--- src/inc/mapc_params.svh ---
// constants for the multifunction alert pin configuration block
// How it works
// two low config bits pick function: comms/unused, output, alert, analog.
// in alert mode option bit 7 sets polarity; output mode ignores it.
// option bit 3 clear makes a commanded high tri-state; set drives high.
// option bit 5 set forces active high drive, overriding the tri-state choice.
// option bit 5 picks high rail: 0 is 1.8 V rail, 1 the other.
// option bit 4 enables weak pull-up to rail; software avoids it with bit 5.
// option bit 2 enables the weak pull-down to ground in output modes.
// analog bits 7:6 pick pull-up: 18k, 180k, none.
// analog bits 5:4 pick conversion: 18K, 180K, custom, raw counts.
// analog bits 3:2 pick measurement: analog, cell, report-only, switch thermistor.
// option bits are reinterpreted by the selected pin function.
// bit 6 ignored in output modes; pull-up code 11 means no pull-up.
`ifndef MAPC_PARAMS_SVH
`define MAPC_PARAMS_SVH
// ----------------------------------------
// register map
// ----------------------------------------
`define MAPC_ADDR_CFG     12'h000
`define MAPC_ADDR_STATUS  12'h004
`define MAPC_CFG_RESET    8'h00
// ----------------------------------------
// field positions
// ----------------------------------------
`define MAPC_FXN_LO       0
`define MAPC_FXN_HI       1
`define MAPC_OPT_POL      7
`define MAPC_OPT_RAIL     5
`define MAPC_OPT_PU       4
`define MAPC_OPT_DRVHI    3
`define MAPC_OPT_PD       2
`define MAPC_AN_PU_HI     7
`define MAPC_AN_PU_LO     6
`define MAPC_AN_POLY_HI   5
`define MAPC_AN_POLY_LO   4
`define MAPC_AN_MEAS_HI   3
`define MAPC_AN_MEAS_LO   2
`endif

--- src/inc/mapc_pkg.sv ---
// types for the multifunction alert pin configuration block
package mapc_pkg;
    typedef enum logic [1:0] {MAPC_FXN_COMMS, MAPC_FXN_GPO, MAPC_FXN_ALERT, MAPC_FXN_ANALOG} mapc_fxn_e;
    typedef enum logic [1:0] {MAPC_PU_18K, MAPC_PU_180K, MAPC_PU_NONE} mapc_pu_e;
    typedef struct packed {
        logic [7:0] cfg;
        logic [2:0] cmd_sync;
        logic       cmd;
        logic [1:0] pad;     // {drive out, output enable}
        logic [2:0] pulls;   // {pull-up, pull-down, rail select}
        logic [1:0] an_pu;
        logic [1:0] an_poly;
        logic [1:0] an_meas;
        logic       an_en;
        logic [1:0] fxn;
        logic       pready;
        logic [31:0] prdata;
        logic       pslverr;
    } mapc_state_s;
endpackage : mapc_pkg

--- src/verilog/mapc_pin_config.sv ---
// decoder for the multifunction alert pin configuration byte with APB access
`timescale 1ns/1ps
`include "mapc_params.svh"
module mapc_pin_config
    import mapc_pkg::*;
(
    // clock and reset
    input  wire logic        pclk,
    input  wire logic        presetn,
    // apb slave
    input  wire logic        psel,
    input  wire logic        penable,
    input  wire logic        pwrite,
    input  wire logic [11:0] paddr,
    input  wire logic [31:0] pwdata,
    output logic             pready,
    output logic [31:0]      prdata,
    output logic             pslverr,
    // pin commands from the rest of the device
    input  wire logic        gpo_level,
    input  wire logic        alert_event,
    // pad control
    output logic             pad_out,
    output logic             pad_oe,
    output logic             pad_pullup_en,
    output logic             pad_pulldown_en,
    output logic             pad_rail_first_ldo,
    // analog front end control
    output logic             analog_input_mode,
    output logic [1:0]       analog_pullup_sel,
    output logic [1:0]       analog_poly_sel,
    output logic [1:0]       analog_meas_type,
    output logic [1:0]       pin_function_select
);
    mapc_state_s q, d;
    logic [7:0]  c;
    logic        hi;
    logic        is_out;
    logic        wr_acc;
    logic        rd_acc;
    // ----------------------------------------
    // address decode
    // ----------------------------------------
    function automatic logic addr_known(input logic [11:0] a);
        addr_known = (a == `MAPC_ADDR_CFG) || (a == `MAPC_ADDR_STATUS);
    endfunction : addr_known
    // output modes share the pad driver; used by the decode and by the checks
    function automatic logic out_mode(input logic [1:0] f);
        out_mode = (f == MAPC_FXN_GPO) || (f == MAPC_FXN_ALERT);
    endfunction : out_mode

    // ----------------------------------------
    // next state
    // ----------------------------------------
    always_comb begin
        d = q;
        c = q.cfg;
        wr_acc = psel && penable && pwrite && !q.pready;
        rd_acc = psel && penable && !pwrite && !q.pready;
        // single-cycle wait state: pready rises in the access cycle's first edge
        d.pready = psel && penable && !q.pready;
        d.pslverr = (psel && penable && !q.pready) ? !addr_known(paddr) : 1'b0;
        if (wr_acc && paddr == `MAPC_ADDR_CFG) begin
            d.cfg = pwdata[7:0];
        end
        if (rd_acc) begin
            if (paddr == `MAPC_ADDR_CFG) begin
                d.prdata = {24'h000000, q.cfg};
            end else if (paddr == `MAPC_ADDR_STATUS) begin
                d.prdata = {27'h0000000, q.pad, q.an_en, q.fxn};
            end else begin
                d.prdata = 32'h00000000;
            end
        end
        // gpo level comes from a pin domain: three flops, change when last two agree
        d.cmd_sync = {q.cmd_sync[1:0], gpo_level};
        d.fxn = c[`MAPC_FXN_HI:`MAPC_FXN_LO];
        is_out = out_mode(d.fxn);
        // commanded level: alert polarity only applies in alert mode
        if (d.fxn == MAPC_FXN_ALERT) begin
            hi = alert_event ^ c[`MAPC_OPT_POL];
        end else if (q.cmd_sync[2] == q.cmd_sync[1]) begin
            hi = q.cmd_sync[2];
        end else begin
            hi = q.cmd;
        end
        d.cmd = hi;
        // bit 6 has no role in output modes
        if (is_out) begin
            d.pad[1] = hi;
            // active drive when bit 3 set or high rail forced by bit 5
            d.pad[0] = !hi || c[`MAPC_OPT_DRVHI] || c[`MAPC_OPT_RAIL];
            d.pulls = {c[`MAPC_OPT_PU], c[`MAPC_OPT_PD], c[`MAPC_OPT_RAIL]};
        end else begin
            d.pad = 2'b00;
            d.pulls = 3'b000;
        end
        d.an_en = (d.fxn == MAPC_FXN_ANALOG);
        if (d.an_en) begin
            d.an_pu = c[`MAPC_AN_PU_HI:`MAPC_AN_PU_LO];
            if (d.an_pu == 2'b11) begin
                d.an_pu = MAPC_PU_NONE;
            end
            d.an_poly = c[`MAPC_AN_POLY_HI:`MAPC_AN_POLY_LO];
            d.an_meas = c[`MAPC_AN_MEAS_HI:`MAPC_AN_MEAS_LO];
        end else begin
            d.an_pu = MAPC_PU_NONE;
            d.an_poly = 2'b00;
            d.an_meas = 2'b00;
        end
    end

    // ----------------------------------------
    // state register
    // ----------------------------------------
    always_ff @(posedge pclk or negedge presetn) begin
        if (!presetn) begin
            q <= '0;
            q.cfg <= `MAPC_CFG_RESET;
            q.an_pu <= MAPC_PU_NONE;
        end else begin
            q <= d;
        end
    end

    // outputs straight from flops
    assign pready = q.pready;
    assign prdata = q.prdata;
    assign pslverr = q.pslverr;
    assign pad_out = q.pad[1];
    assign pad_oe = q.pad[0];
    assign pad_pullup_en = q.pulls[2];
    assign pad_pulldown_en = q.pulls[1];
    assign pad_rail_first_ldo = q.pulls[0];
    assign analog_input_mode = q.an_en;
    assign analog_pullup_sel = q.an_pu;
    assign analog_poly_sel = q.an_poly;
    assign analog_meas_type = q.an_meas;
    assign pin_function_select = q.fxn;

    // ----------------------------------------
    // assertions
    // ----------------------------------------
    // outputs are registered one edge after the byte and the commands that set
    // them, so most checks compare against the sampled values of the edge before

    // ----------------------------------------
    // function decode
    // ----------------------------------------
    // function select is the low pair of the stored byte
    fxn_decode_a: assert property (@(posedge pclk) disable iff (!presetn)
        pin_function_select == $past(q.cfg[`MAPC_FXN_HI:`MAPC_FXN_LO]))
        else $error("function select mismatch");

    // the analog flag belongs to the analog function alone
    analog_flag_a: assert property (@(posedge pclk) disable iff (!presetn)
        analog_input_mode == ($past(q.cfg[`MAPC_FXN_HI:`MAPC_FXN_LO]) == MAPC_FXN_ANALOG))
        else $error("analog flag mismatch");

    // unused function leaves the pad free for the comms logic elsewhere
    pull_idle_a: assert property (@(posedge pclk) disable iff (!presetn)
        (pin_function_select == MAPC_FXN_COMMS) |-> !pad_pullup_en && !pad_pulldown_en && !pad_oe)
        else $error("pulls active when unused");

    // ----------------------------------------
    // commanded level
    // ----------------------------------------
    // alert level follows the alert command through the polarity bit
    alert_pol_a: assert property (@(posedge pclk) disable iff (!presetn)
        ($past(q.cfg[`MAPC_FXN_HI:`MAPC_FXN_LO]) == MAPC_FXN_ALERT)
        |-> pad_out == ($past(alert_event) ^ $past(q.cfg[`MAPC_OPT_POL])))
        else $error("alert polarity wrong");

    // output mode takes the settled level and never the polarity bit;
    // a change still in flight holds the previous level for a cycle
    gpo_level_a: assert property (@(posedge pclk) disable iff (!presetn)
        ($past(q.cfg[`MAPC_FXN_HI:`MAPC_FXN_LO]) == MAPC_FXN_GPO && $past(q.cmd_sync[2] == q.cmd_sync[1]))
        |-> pad_out == $past(q.cmd_sync[2]))
        else $error("output level wrong");

    // ----------------------------------------
    // pad drive
    // ----------------------------------------
    // a commanded low is always driven
    low_drive_a: assert property (@(posedge pclk) disable iff (!presetn)
        (out_mode(pin_function_select) && !pad_out) |-> pad_oe)
        else $error("low not driven");

    // drive-high option keeps the driver on for a high
    drive_high_a: assert property (@(posedge pclk) disable iff (!presetn)
        ($past(out_mode(q.cfg[`MAPC_FXN_HI:`MAPC_FXN_LO])) && $past(q.cfg[`MAPC_OPT_DRVHI])) |-> pad_oe)
        else $error("high drive missing");

    // a floating high is only legal with both drive bits clear;
    // the upper rail cannot float because its pull-up is not guaranteed
    tristate_high_a: assert property (@(posedge pclk) disable iff (!presetn)
        (out_mode(pin_function_select) && pad_out && !pad_oe)
        |-> !$past(q.cfg[`MAPC_OPT_DRVHI]) && !$past(q.cfg[`MAPC_OPT_RAIL]))
        else $error("tri-state high not allowed");

    // upper rail forces active drive
    rail_force_a: assert property (@(posedge pclk) disable iff (!presetn)
        ($past(out_mode(q.cfg[`MAPC_FXN_HI:`MAPC_FXN_LO])) && $past(q.cfg[`MAPC_OPT_RAIL])) |-> pad_oe)
        else $error("rail force lost");

    // ----------------------------------------
    // rail and weak pulls
    // ----------------------------------------
    // rail select mirrors its bit in output modes only
    rail_sel_a: assert property (@(posedge pclk) disable iff (!presetn)
        pad_rail_first_ldo == ($past(out_mode(q.cfg[`MAPC_FXN_HI:`MAPC_FXN_LO])) && $past(q.cfg[`MAPC_OPT_RAIL])))
        else $error("rail select wrong");

    // pull-up mirrors its bit; software keeps it off with the upper rail,
    // the hardware obeys the byte either way
    pullup_sel_a: assert property (@(posedge pclk) disable iff (!presetn)
        pad_pullup_en == ($past(out_mode(q.cfg[`MAPC_FXN_HI:`MAPC_FXN_LO])) && $past(q.cfg[`MAPC_OPT_PU])))
        else $error("pull-up wrong");

    // pull-down mirrors its bit in output modes
    pulldown_sel_a: assert property (@(posedge pclk) disable iff (!presetn)
        pad_pulldown_en == ($past(out_mode(q.cfg[`MAPC_FXN_HI:`MAPC_FXN_LO])) && $past(q.cfg[`MAPC_OPT_PD])))
        else $error("pull-down wrong");

    // ----------------------------------------
    // analog front end
    // ----------------------------------------
    // pull-up choice passes through unless it is the reserved code
    analog_pu_a: assert property (@(posedge pclk) disable iff (!presetn)
        (analog_input_mode && $past(q.cfg[`MAPC_AN_PU_HI:`MAPC_AN_PU_LO]) != 2'h3)
        |-> analog_pullup_sel == $past(q.cfg[`MAPC_AN_PU_HI:`MAPC_AN_PU_LO]))
        else $error("analog pull-up wrong");

    // reserved pull-up code never reaches the front end
    pu_code_a: assert property (@(posedge pclk) disable iff (!presetn)
        analog_pullup_sel != 2'h3)
        else $error("reserved pull-up code");

    // conversion and measurement fields pass straight through
    analog_map_a: assert property (@(posedge pclk) disable iff (!presetn)
        analog_input_mode |-> analog_poly_sel == $past(q.cfg[`MAPC_AN_POLY_HI:`MAPC_AN_POLY_LO])
        && analog_meas_type == $past(q.cfg[`MAPC_AN_MEAS_HI:`MAPC_AN_MEAS_LO]))
        else $error("analog fields wrong");

    // outside analog mode the same bits must not steer the front end
    analog_off_a: assert property (@(posedge pclk) disable iff (!presetn)
        !analog_input_mode |-> analog_pullup_sel == MAPC_PU_NONE
        && analog_poly_sel == 2'h0 && analog_meas_type == 2'h0)
        else $error("analog fields leak");

    // ----------------------------------------
    // register bus
    // ----------------------------------------
    // exactly one wait state
    apb_ready_a: assert property (@(posedge pclk) disable iff (!presetn)
        (psel && penable && !pready) |=> pready)
        else $error("apb late");

    // ready stands for one cycle only
    apb_pulse_a: assert property (@(posedge pclk) disable iff (!presetn)
        pready |=> !pready)
        else $error("apb ready stuck");

    // error only travels with ready
    apb_err_a: assert property (@(posedge pclk) disable iff (!presetn)
        pslverr |-> pready)
        else $error("apb error without ready");

    // unmapped addresses answer with an error
    err_map_a: assert property (@(posedge pclk) disable iff (!presetn)
        $past(psel && penable && !pready)
        |-> pslverr == $past(!addr_known(paddr)))
        else $error("apb error decode wrong");

    // a config write lands on the access edge
    cfg_write_a: assert property (@(posedge pclk) disable iff (!presetn)
        $past(psel && penable && pwrite && !pready && paddr == `MAPC_ADDR_CFG)
        |-> q.cfg == $past(pwdata[7:0]))
        else $error("config write lost");

    // nothing else touches the stored byte
    cfg_hold_a: assert property (@(posedge pclk) disable iff (!presetn)
        !$past(psel && penable && pwrite && !pready && paddr == `MAPC_ADDR_CFG)
        |-> q.cfg == $past(q.cfg))
        else $error("config changed without write");

    // config read returns the stored byte, upper bits zero
    cfg_read_a: assert property (@(posedge pclk) disable iff (!presetn)
        $past(psel && penable && !pwrite && !pready && paddr == `MAPC_ADDR_CFG)
        |-> prdata == {24'h000000, $past(q.cfg)})
        else $error("config read wrong");

    // status read returns the pad and function state
    status_read_a: assert property (@(posedge pclk) disable iff (!presetn)
        $past(psel && penable && !pwrite && !pready && paddr == `MAPC_ADDR_STATUS)
        |-> prdata == {27'h0000000, $past(q.pad), $past(q.an_en), $past(q.fxn)})
        else $error("status read wrong");

    // ----------------------------------------
    // coverage
    // ----------------------------------------
    // main modes, a bus error and a pulled-up floating pin seen in use
    cov_alert_c: cover property (@(posedge pclk) pin_function_select == 2'h2 && pad_out);
    cov_gpo_c: cover property (@(posedge pclk) pin_function_select == 2'h1 && pad_out && !pad_oe);
    cov_analog_c: cover property (@(posedge pclk) analog_input_mode && analog_meas_type == 2'h3);
    cov_err_c: cover property (@(posedge pclk) pslverr);
    cov_pullup_c: cover property (@(posedge pclk) pad_pullup_en && pad_out && !pad_oe);
endmodule : mapc_pin_config

--- config.mk ---
export PLATFORM = sky130hd
export DESIGN_NAME = mapc_pin_config
export DESIGN_NICKNAME = d
export VERILOG_FILES = /design/src/inc/mapc_pkg.sv /design/src/verilog/mapc_pin_config.sv
export VERILOG_INCLUDE_DIRS = /design/src /design/src/inc
export SDC_FILE = /design/constraint.sdc
export NUM_CORES = 1
export LEC_CHECK = 0
export ABC_AREA = 1
export ABC_CLOCK_PERIOD_IN_PS = 1300
export BUFFER_PORTS_ARGS = -buffer_cell sky130_fd_sc_hd__buf_2
export CAP_MARGIN = 20
export CORE_MARGIN = 3
export CORE_UTILIZATION = 45
export CTS_CLUSTER_DIAMETER = 80
export DETAILED_ROUTE_END_ITERATION = 12
export PLACE_DENSITY = 0.8
export SLEW_MARGIN = 20
export SYNTH_ARGS = -nofsm -noshare
export SYNTH_HDL_FRONTEND = slang
export SYNTH_SLANG_ARGS = --single-unit
--- constraint.sdc ---
create_clock -name pclk -period 1.3 [get_ports pclk]
set_input_delay 0.195 -clock pclk [delete_from_list [all_inputs] [get_ports pclk]]
set_output_delay 0.195 -clock pclk [all_outputs]
set_load 0.01 [all_outputs]
==> metrics.txt, run 1 <==
Hold Crit Depth=1; num rows=22; Setup Viol. Count Final=0; Final Non-Filler Cells=296; hpwl dp=2.481 mm; status=finished clean; Antenna diodes=0; leakage power=1.259 nW; power per cell area=996.4 nW/um^2; Synth top cells by count=buf_4 (41), nand2_1 (39), dfrtp_1 (35); post-synthesis mux area share=0%; core footprint=3799 um^2; Sink Count=36; most frequent cell after synthesis=buf_4; H-tree depth=2; RR Startpoint=pready; First-pass DRT Iterations=4; FFs w/ async S/R, synth=100.0%; worst-path fanout max=8; max-cap viol count=0; sequential area share after synthesis=48.85%; Synth area leader=dfrtp_1; drt wl/cell=11.08 um; CTS Root Cell=clkbuf_8; wire length of the first global-routing pass=5.126 mm; Hold/Removal Path Class=in -> reg; DP Cell Count=286; gr usage total=13.28%; Crit. End Element=flip-flop; Final Power=2.094 mW; FF+latch count, synth=36; routability cong.=0.8355; PnR worst setup slack=0.1449 ns; CP required=1.52 ns; fraction of the mapped netlist area in adder cells=1.355%; DRT antenna net count=0; initial antenna violation count=0; IO Port Bufs=50; Achievable Freq=865.7 MHz; Mapped Area=1847 um^2; hold_sp=gpo_level; endpoints failing hold=0; clock transition at the registers of the reported paths=0.06 ns; Residual DRC=0; die width=70.06 um; post-synthesis compound-gate area fraction=5.014%; Unique masters post-synth=24; Die Height=70.06 um; starting density of the core=48.62%; reg2reg end=prdata[7]; drt initial violations=35; ys flop type=dfrtp_1; via/cell ratio=4.061; Clock Path Buffers=2; worst path arrival time=1.37 ns; total number of vias=1202; final instance area=2102 um^2; post-synth top area share=47.43%; Final Net Count=300; syn_area_per_cell=9.234 um^2; clk_skew=0.003115 ns; largest net degree at the start of global routing=37; largest family of logic cells by synthesized area=buffers and inverters; vias in the first global route=1132; CTS tree=yes; insertion delay to the later sink of the worst-skew pair=0.28 ns; Post-DP Area=1977 um^2; Final Cycle Share=88.86%; R2R depth=6; Worst Hold Endpoint=d[50]; share of layout cells above drive strength 1=34.68%; DP Worst Slack=0.01565 ns; Max VDD drop=0.5705 mV; post-synthesis cell count=200; Fin Setup TNS=0 ns; simple-gate area share of the yosys netlist=21.34%; Post-Route WL=3.280 mm; Top Ports=99; leading post-synthesis cells by cell area=dfrtp_1 (47%), buf_4 (17%), nand2_1 (7.9%), inv_1 (5.5%), o21ai_2 (3.8%); Post-synth EDFFs=0; Final Critical Period=1.155 ns; post-CTS setup buffer count=0; RSZ-0062 raised after global routing=no; TritonCTS buffer count=5; Layout area overhead=13.82%; r2r setup slk=0.14 ns; Die ar.=4908 um^2; CP Launch Type=flip-flop; GRT Residual Overflow=0; yosys warns=0; Worst Setup Path Type=reg -> reg; post-synthesis xor/xnor area fraction=0.4743%; Slew Viols, Final=0
[per-stage QoR]
| stage | hold WS (ns) | utilization, % |
|---|---|---|
| global route | 0.002414 | 55.34 |
| detailed placement | 0.2506 | 52.04 |
| CTS | 0.009803 | 54.68 |
| global placement | 0.2487 | 52.04 |
| finish | 0.01804 | 55.34 |
| floorplan | -0.1006 | - |
[final cells by class]
| cell class | instances | area, um^2 |
|---|---|---|
| well taps | 48 | 60.06 |
| clock buffers | 8 | 90.09 |
| inverters | 27 | 101.3 |
| fillers | 352 | 1697 |
| repair buffers | 58 | 312.8 |
| multi-input cells | 119 | 635.6 |
| flip-flops and latches | 36 | 902.1 |
[worst max-delay path, stage by stage (launching register included)]
cell,delay (ns)
dfrtp_1,0.37
nand3b_4,0.17
buf_4,0.16
nor2_4,0.08
buf_4,0.15
nand3_1,0.09
nand2_1,0.08
[per-layer routing]
metal	global-route usage [%]	wire length, um	vias up
li1	-	-	636
met1	16.51	1382	530
met2	21.51	1690	33
met3	4.604	180	3
met4	4.468	27	0
met5	0	0	-
[power breakdown]
| group | switching (mW) | internal, mW |
|---|---|---|
| Sequential | 0.00359 | 1.13 |
| Clock | 0.360 | 0.432 |
| Combinational | 0.109 | 0.0582 |
[timing repair]
item                                    4_1_cts  5_1_grt
gates resized for setup                       0        3
endpoints found under the hold margin        35        0
endpoints found under the setup margin        0        8
hold buffers                                  1        0
[worst max-delay path by stage]
stage | start | to | slack (ns) | cells after the start
after floorplan | pready | c[5] | 0.06 | 6
after global placement | pready | c[7] | 0.03 | 5
after detailed placement | pready | c[3] | 0.02 | 5
after CTS | pready | c[0] | 0.006 | 5
after global routing | paddr[1] | prdata[7] | 0.004 | 7
final | pready | prdata[7] | 0.14 | 6
[state kept, by name (all words and copies together), names as in the netlist, 2 cells and up]
name and flops:
prdata 8, c 8, q 2, analog_meas_type 2, analog_poly_sel 2, analog_pullup_sel 2, pin_function_select 2, d 2
[placed cells by master, fill, tap and decap left out]
master | synthesis | final
buf_4 | 41 | 7
nor3_1 | 2 | 2
inv_1 | 27 | 27
o21ai_1 | 1 | 1
dlygate4sd3_1 | 0 | 1
ha_1 | 2 | 2
nor2_1 | 11 | 10
nand3_4 | 1 | 2
and2_1 | 1 | 1
nand3b_4 | 1 | 1
o21ai_2 | 8 | 8
conb_1 | 1 | 24
dfstp_2 | 1 | 1
dfrtp_1 | 35 | 35
nand3_1 | 13 | 13
nor2_8 | 1 | 1
and2_0 | 1 | 1
xnor2_1 | 1 | 1
o21bai_1 | 1 | 1
a21oi_1 | 2 | 2
clkbuf_1 | 0 | 2
nand2_2 | 4 | 4
nor2_2 | 4 | 4
nor2_4 | 1 | 2
buf_2 | 0 | 50
nand2_1 | 39 | 39
clkbuf_8 | 0 | 6
[cell families after synthesis]
group,after synthesis
xor+xnor,1
simple gates,79
other cells,1
buf+inv,69
compound gates,12
flops,36
fa+ha+maj,2
(Power assumes the default switching activity.)
==> inputs of run 2 (changes only) <==
--- a/config.mk
+++ b/config.mk
@@ -14,6 +14,7 @@
 export CORE_UTILIZATION = 45
 export CTS_CLUSTER_DIAMETER = 80
 export DETAILED_ROUTE_END_ITERATION = 12
+export HOLD_SLACK_MARGIN = 0.12
 export PLACE_DENSITY = 0.8
 export SLEW_MARGIN = 20
 export SYNTH_ARGS = -nofsm -noshare
==> run 2 against run 1 <==
Effect of this change: critical path depth unchanged; design area increased by 0.48%; wire length decreased by 0.15%; critical path type unchanged; final cell count increased by 0.34%; total power increased by 0.12%; maximum frequency about the same; sequential power about the same.
==> metrics.txt, run 2 (synthesis results as in run 1) <==
wire length of the first global-routing pass=5.112 mm (-0.27%); IO Port Bufs=50 (unchanged); CP dominant cell by count=buf_4; core footprint=3799 um^2 (unchanged); Worst Hold Margin=0.1466 ns (+0.1286 ns); Final Cycle Share=88.84% (about the same); Final Critical Period=1.155 ns (-0.0002000 ns); Sink Count=36 (unchanged); register area=902.1 um^2 (unchanged); TritonCTS buffer count=5 (unchanged); insertion delay to the later sink of the worst-skew pair=0.28 ns (about the same); power per cell area=992.9 nW/um^2 (-0.35%); leakage power=1.264 nW (+0.33%); Crit. End Element=flip-flop; DRT antenna net count=0 (unchanged); commonest non-fill, non-tap cell in the layout=buf_2; Final Power=2.097 mW (+0.12%); slowest stage delay, CP=0.37 ns (about the same); Max VDD drop=0.5705 mV (about the same); CP required=1.52 ns (about the same); Antenna diodes=0 (unchanged); Post-Route WL=3.275 mm (-0.15%); routability cong.=0.8355 (unchanged); Die ar.=4908 um^2 (unchanged); Setup Viol. Count Final=0 (unchanged); clk_skew=0.003109 ns (-0.000006660 ns); starting density of the core=48.62% (unchanged); gr usage total=13.25% (-0.030 points); Hold/Removal Path Class=in -> reg; CP Launch Type=flip-flop; DP Cell Count=286 (unchanged); drt initial violations=34 (-2.9%); Layout area overhead=14.36%; Residual DRC=0 (unchanged); most frequent cells in the layout=buf_2 (50), nand2_1 (39), dfrtp_1 (35), inv_1 (27), conb_1 (24); Post-DP Area=1977 um^2 (unchanged); clock transition at the registers of the reported paths=0.07 ns (about the same); vias in the first global route=1126 (-0.53%); worst path arrival time=1.37 ns (about the same); fin util=55.60% (+0.26 points); status=finished clean; endpoints failing hold=0 (unchanged); drt wl/cell=11.03 um (-0.49%); Final Non-Filler Cells=297 (+0.34%); via/cell ratio=4.051 (-0.25%); H-tree depth=2 (unchanged); Worst Setup Path Type=reg -> reg; worst-path fanout max=8 (unchanged); critical path's slowest cell=dfrtp_1; CTS Root Cell=clkbuf_8; RSZ-0062 raised after global routing=no; First-pass DRT Iterations=4 (unchanged); final instance area=2112 um^2 (+0.48%); crit path cell chain=nand3b_4, buf_4, nor2_4, buf_4, nand3_1, nand2_1; fill cell count=353 (+0.28%); initial antenna violation count=0 (unchanged); DP Worst Slack=0.01565 ns (unchanged); Top Ports=99 (unchanged); total number of vias=1203 (+0.083%); Fin Setup TNS=0 ns (unchanged); area of the multi-input gates=635.6 um^2 (unchanged); post-CTS setup buffer count=0 (unchanged); PnR worst setup slack=0.1451 ns (+0.0002000 ns); Slew Viols, Final=0 (unchanged); CTS tree=yes; die width=70.06 um (unchanged); num rows=22 (unchanged); share of layout cells above drive strength 1=34.54% (-0.14 points); max-cap viol count=0 (unchanged); GRT Residual Overflow=0 (unchanged); Final Net Count=301 (+0.33%); hpwl dp=2.481 mm (unchanged); largest net degree at the start of global routing=37 (unchanged); Achievable Freq=865.9 MHz (about the same); Die Height=70.06 um (unchanged); Clock Path Buffers=2 (unchanged)
==> run 2: changes by cell type in the layout (fill, tap and decap cells not counted) <==
cell / delta
dlygate4sd3_1: +1
==> run 2: power by group <==
| group | internal (mW) | leakage (nW) | switching, mW |
|---|---|---|---|
| Clock | 0.432 | 0.0455 | 0.360 |
| Sequential | 1.13 | 0.489 | 0.00359 |
| Combinational | 0.0601 | 0.729 | 0.110 |
==> run 2: worst paths after layout <==
| path | start | end | slack, ns | cells after the start |
|---|---|---|---|---|
| min | pwdata[4] | c[4] | 0.15 | 3 |
| max reg2reg | pready | prdata[7] | 0.15 | 6 |
| max in group asynchronous | presetn | analog_pullup_sel[1] | 0.50 | 3 |
| max | pready | prdata[7] | 0.15 | 6 |
| min reg2reg | d[50] | d[51] | 0.35 | 0 |
| min in group asynchronous | presetn | analog_poly_sel[0] | 0.47 | 3 |
==> run 2: timing repair <==
action,CTS,global route
endpoints found under the setup margin,0,8
gates resized for setup,0,3
hold buffers,2,0
hold endpoints to repair,36,0
==> run 2: final cells by class <==
type / count / share of cell area (%)
sequential: 36 / 42.71
multi-input combinational: 119 / 30.09
timing repair buffer: 59 / 15.28
inverter: 27 / 4.799
clock buffer: 8 / 4.265
tap: 48 / 2.844
==> run 2: worst max-delay path, delay by kind of cell, from the launching register on <==
family | cells | cell delay [ns]
flip-flops | 1 | 0.37
buffers and inverters | 2 | 0.31
AND/OR/NAND/NOR | 4 | 0.42
==> run 2: layer usage <==
| layer | up-vias | routed length [um] | part of all wire [%] | GRT usage, % |
|---|---|---|---|---|
| met4 | 0 | 27 | 0.82 | 4.468 |
| li1 | 638 | - | - | - |
| met2 | 33 | 1689 | 52 | 21.51 |
| met3 | 3 | 184 | 5.6 | 4.604 |
| met5 | - | 0 | 0 | 0 |
| met1 | 529 | 1375 | 42 | 16.42 |
==> inputs of run 3 (changes only) <==
--- a/config.mk
+++ b/config.mk
@@ -15,7 +15,7 @@
 export CTS_CLUSTER_DIAMETER = 80
 export DETAILED_ROUTE_END_ITERATION = 12
 export HOLD_SLACK_MARGIN = 0.12
-export PLACE_DENSITY = 0.8
+export PLACE_DENSITY = 0.85
 export SLEW_MARGIN = 20
 export SYNTH_ARGS = -nofsm -noshare
 export SYNTH_HDL_FRONTEND = slang
==> run 3 against run 2 <==
Effect of this change: clock-buffer cell count is the same; sequential cell count is the same; hold slack lost 0.0068 ns; wire length grew 3.2%; register-to-register slack is essentially flat; design area grew 0.83%; final cell count grew 0.34%; via count grew 4.6%; global-route usage grew 0.71 points; sequential share of layout area shrank 0.35 points; die area is the same; clock power grew 7.4%; highest routed layer unchanged.
==> metrics.txt, run 3 (synthesis results as in run 1) <==
gr usage total=13.96% (+0.71 points); Final Net Count=302 (+0.33%); CTS tree=yes; vias in the first global route=1200 (+6.6%); Final Non-Filler Cells=298 (+0.34%); Max VDD drop=0.6606 mV (+16%); CP required=1.47 ns (-0.05 ns); fill cell count=378 (+7.1%); IO Port Bufs=50 (unchanged); Layout area overhead=15.31%; total number of vias=1258 (+4.6%); Crit. End Element=flip-flop; critical path's slowest cell=dfrtp_1; via/cell ratio=4.221 (+4.2%); Seq pwr share=52.6% (-1.5 points); largest net degree at the start of global routing=18 (-51%); Final Cycle Share=89.74% (+0.90 points); Worst Hold Margin=0.1398 ns (-0.006769 ns); leakage power=1.274 nW (+0.86%); TritonCTS buffer count=5 (unchanged); Die Height=70.06 um (unchanged); Hold/Removal Path Class=in -> reg; DP Cell Count=287 (+0.35%); drt wl/cell=11.34 um (+2.9%); initial antenna violation count=0 (unchanged); Post-Route WL=3.380 mm (+3.2%); die width=70.06 um (unchanged); CP Launch Type=flip-flop; crit-path leading delay family=simple AND/OR/NAND/NOR gates; Sw Share=22.39% (-0.18 points); Die ar.=4908 um^2 (unchanged); hpwl dp=2.593 mm (+4.5%); share of layout cells above drive strength 1=35.20% (+0.66 points); GRT Residual Overflow=0 (unchanged); num rows=22 (unchanged); worst path arrival time=1.34 ns (-0.03 ns); commonest non-fill, non-tap cell in the layout=buf_2; Int Pwr=1.677 mW (+3.3%); Residual DRC=0 (unchanged); sw power=483.8 uW (+2.2%); Top Ports=99 (unchanged); starting density of the core=48.62% (unchanged); Slew Viols, Final=0 (unchanged); wire length of the first global-routing pass=5.244 mm (+2.6%); area of the multi-input gates=635.6 um^2 (unchanged); slowest stage delay, CP=0.37 ns (about the same); drt initial violations=56 (+65%); H-tree depth=2 (unchanged); clk_skew=0.008656 ns (+0.005548 ns); endpoints failing hold=0 (unchanged); worst-path fanout max=8 (unchanged); clock transition at the registers of the reported paths=0.07 ns (about the same); Clock Path Buffers=2 (unchanged); Critical path buffers and inverters=0 (-2); Antenna diodes=0 (unchanged); crit path cell chain=nand3b_4, nor2_4, nand3_4, nand2_1, o21ai_2; Setup Viol. Count Final=0 (unchanged); Combinational Power Share=8.1% (about the same); most frequent cells in the layout=buf_2 (50), nand2_1 (39), dfrtp_1 (35), inv_1 (27), conb_1 (24); Sink Count=36 (unchanged); clock network power share=39.4% (+1.6 points); register area=902.1 um^2 (unchanged); insertion delay to the later sink of the worst-skew pair=0.29 ns (about the same); routability cong.=0.8184 (-2.0%); First-pass DRT Iterations=4 (unchanged); RSZ-0062 raised after global routing=no; core footprint=3799 um^2 (unchanged); Achievable Freq=857.2 MHz (-1.0%); Worst Setup Path Type=reg -> reg; status=finished clean; CTS Root Cell=clkbuf_8; DRT antenna net count=0 (unchanged); power per cell area=1015 nW/um^2 (+2.2%); max-cap viol count=0 (unchanged); Fin Setup TNS=0 ns (unchanged); Final Critical Period=1.167 ns (+0.01174 ns)
==> run 3: repair_timing <==
| item | CTS | global route |
|---|---|---|
| setup buffers | 0 | 0 |
| endpoints found under the hold margin | 16 | 0 |
| hold buffers | 2 | 0 |
| gates resized for setup | 0 | 3 |
| setup endpoints to repair | 0 | 8 |
==> run 3: final cells by class <==
| type | instances | share of cell area (%) |
|---|---|---|
| clock buffer | 8 | 4.700 |
| multi-input combinational | 119 | 29.85 |
| timing repair buffer | 60 | 15.51 |
| inverter | 27 | 4.759 |
| tap | 48 | 2.820 |
| sequential | 36 | 42.36 |
==> run 3: worst paths after layout <==
kind                       startpoint                     end  slack (ns)  cells after the start
max                            pready                    c[3]        0.13                      5
min in group asynchronous     presetn  pin_function_select[0]        0.35                      2
min                         pwdata[7]                    c[7]        0.14                      3
max in group asynchronous     presetn               prdata[5]        0.47                      3
max reg2reg                    pready                    c[3]        0.13                      5
min reg2reg                     d[50]                   d[51]        0.35                      0
==> run 3: layer usage <==
| metal | global-route usage [%] | up-vias | wire [um] |
|---|---|---|---|
| met1 | 14.81 | 569 | 1312 |
| met2 | 25.18 | 36 | 1811 |
| met4 | 7.021 | 0 | 65 |
| met3 | 3.741 | 8 | 191 |
| li1 | - | 645 | - |
| met5 | 0 | - | 0 |
==> run 3: power groups by stage <==
stage	clock network, mW	registers, mW	logic (mW)
floorplan	0	1.16	0.133
global placement	0	1.16	0.161
detailed placement	0	1.16	0.165
CTS	0.864	1.14	0.170
global route	0.911	1.14	0.198
finish	0.851	1.14	0.174
==> run 3: worst reg2reg max path, delay by kind of cell, from the launching register on <==
kind | cells | cell delay [ns]
and+or+nand+nor | 4 | 0.63
DFF | 1 | 0.37
AOI/OAI and AO/OA | 1 | 0.05
==> run 3: metrics by stage <==
step,area [um^2],power [mW],util [%],setup slack (ns)
2_1_floorplan,1933,1.291,-,0.05817
3_3_place_gp,1984,1.317,52.24,0.02963
3_5_place_dp,1984,1.322,52.24,0.02192
4_1_cts,2105,2.170,55.40,0.008068
5_1_grt,2130,2.245,56.06,0.03412
6_report,2130,2.161,56.06,0.1333
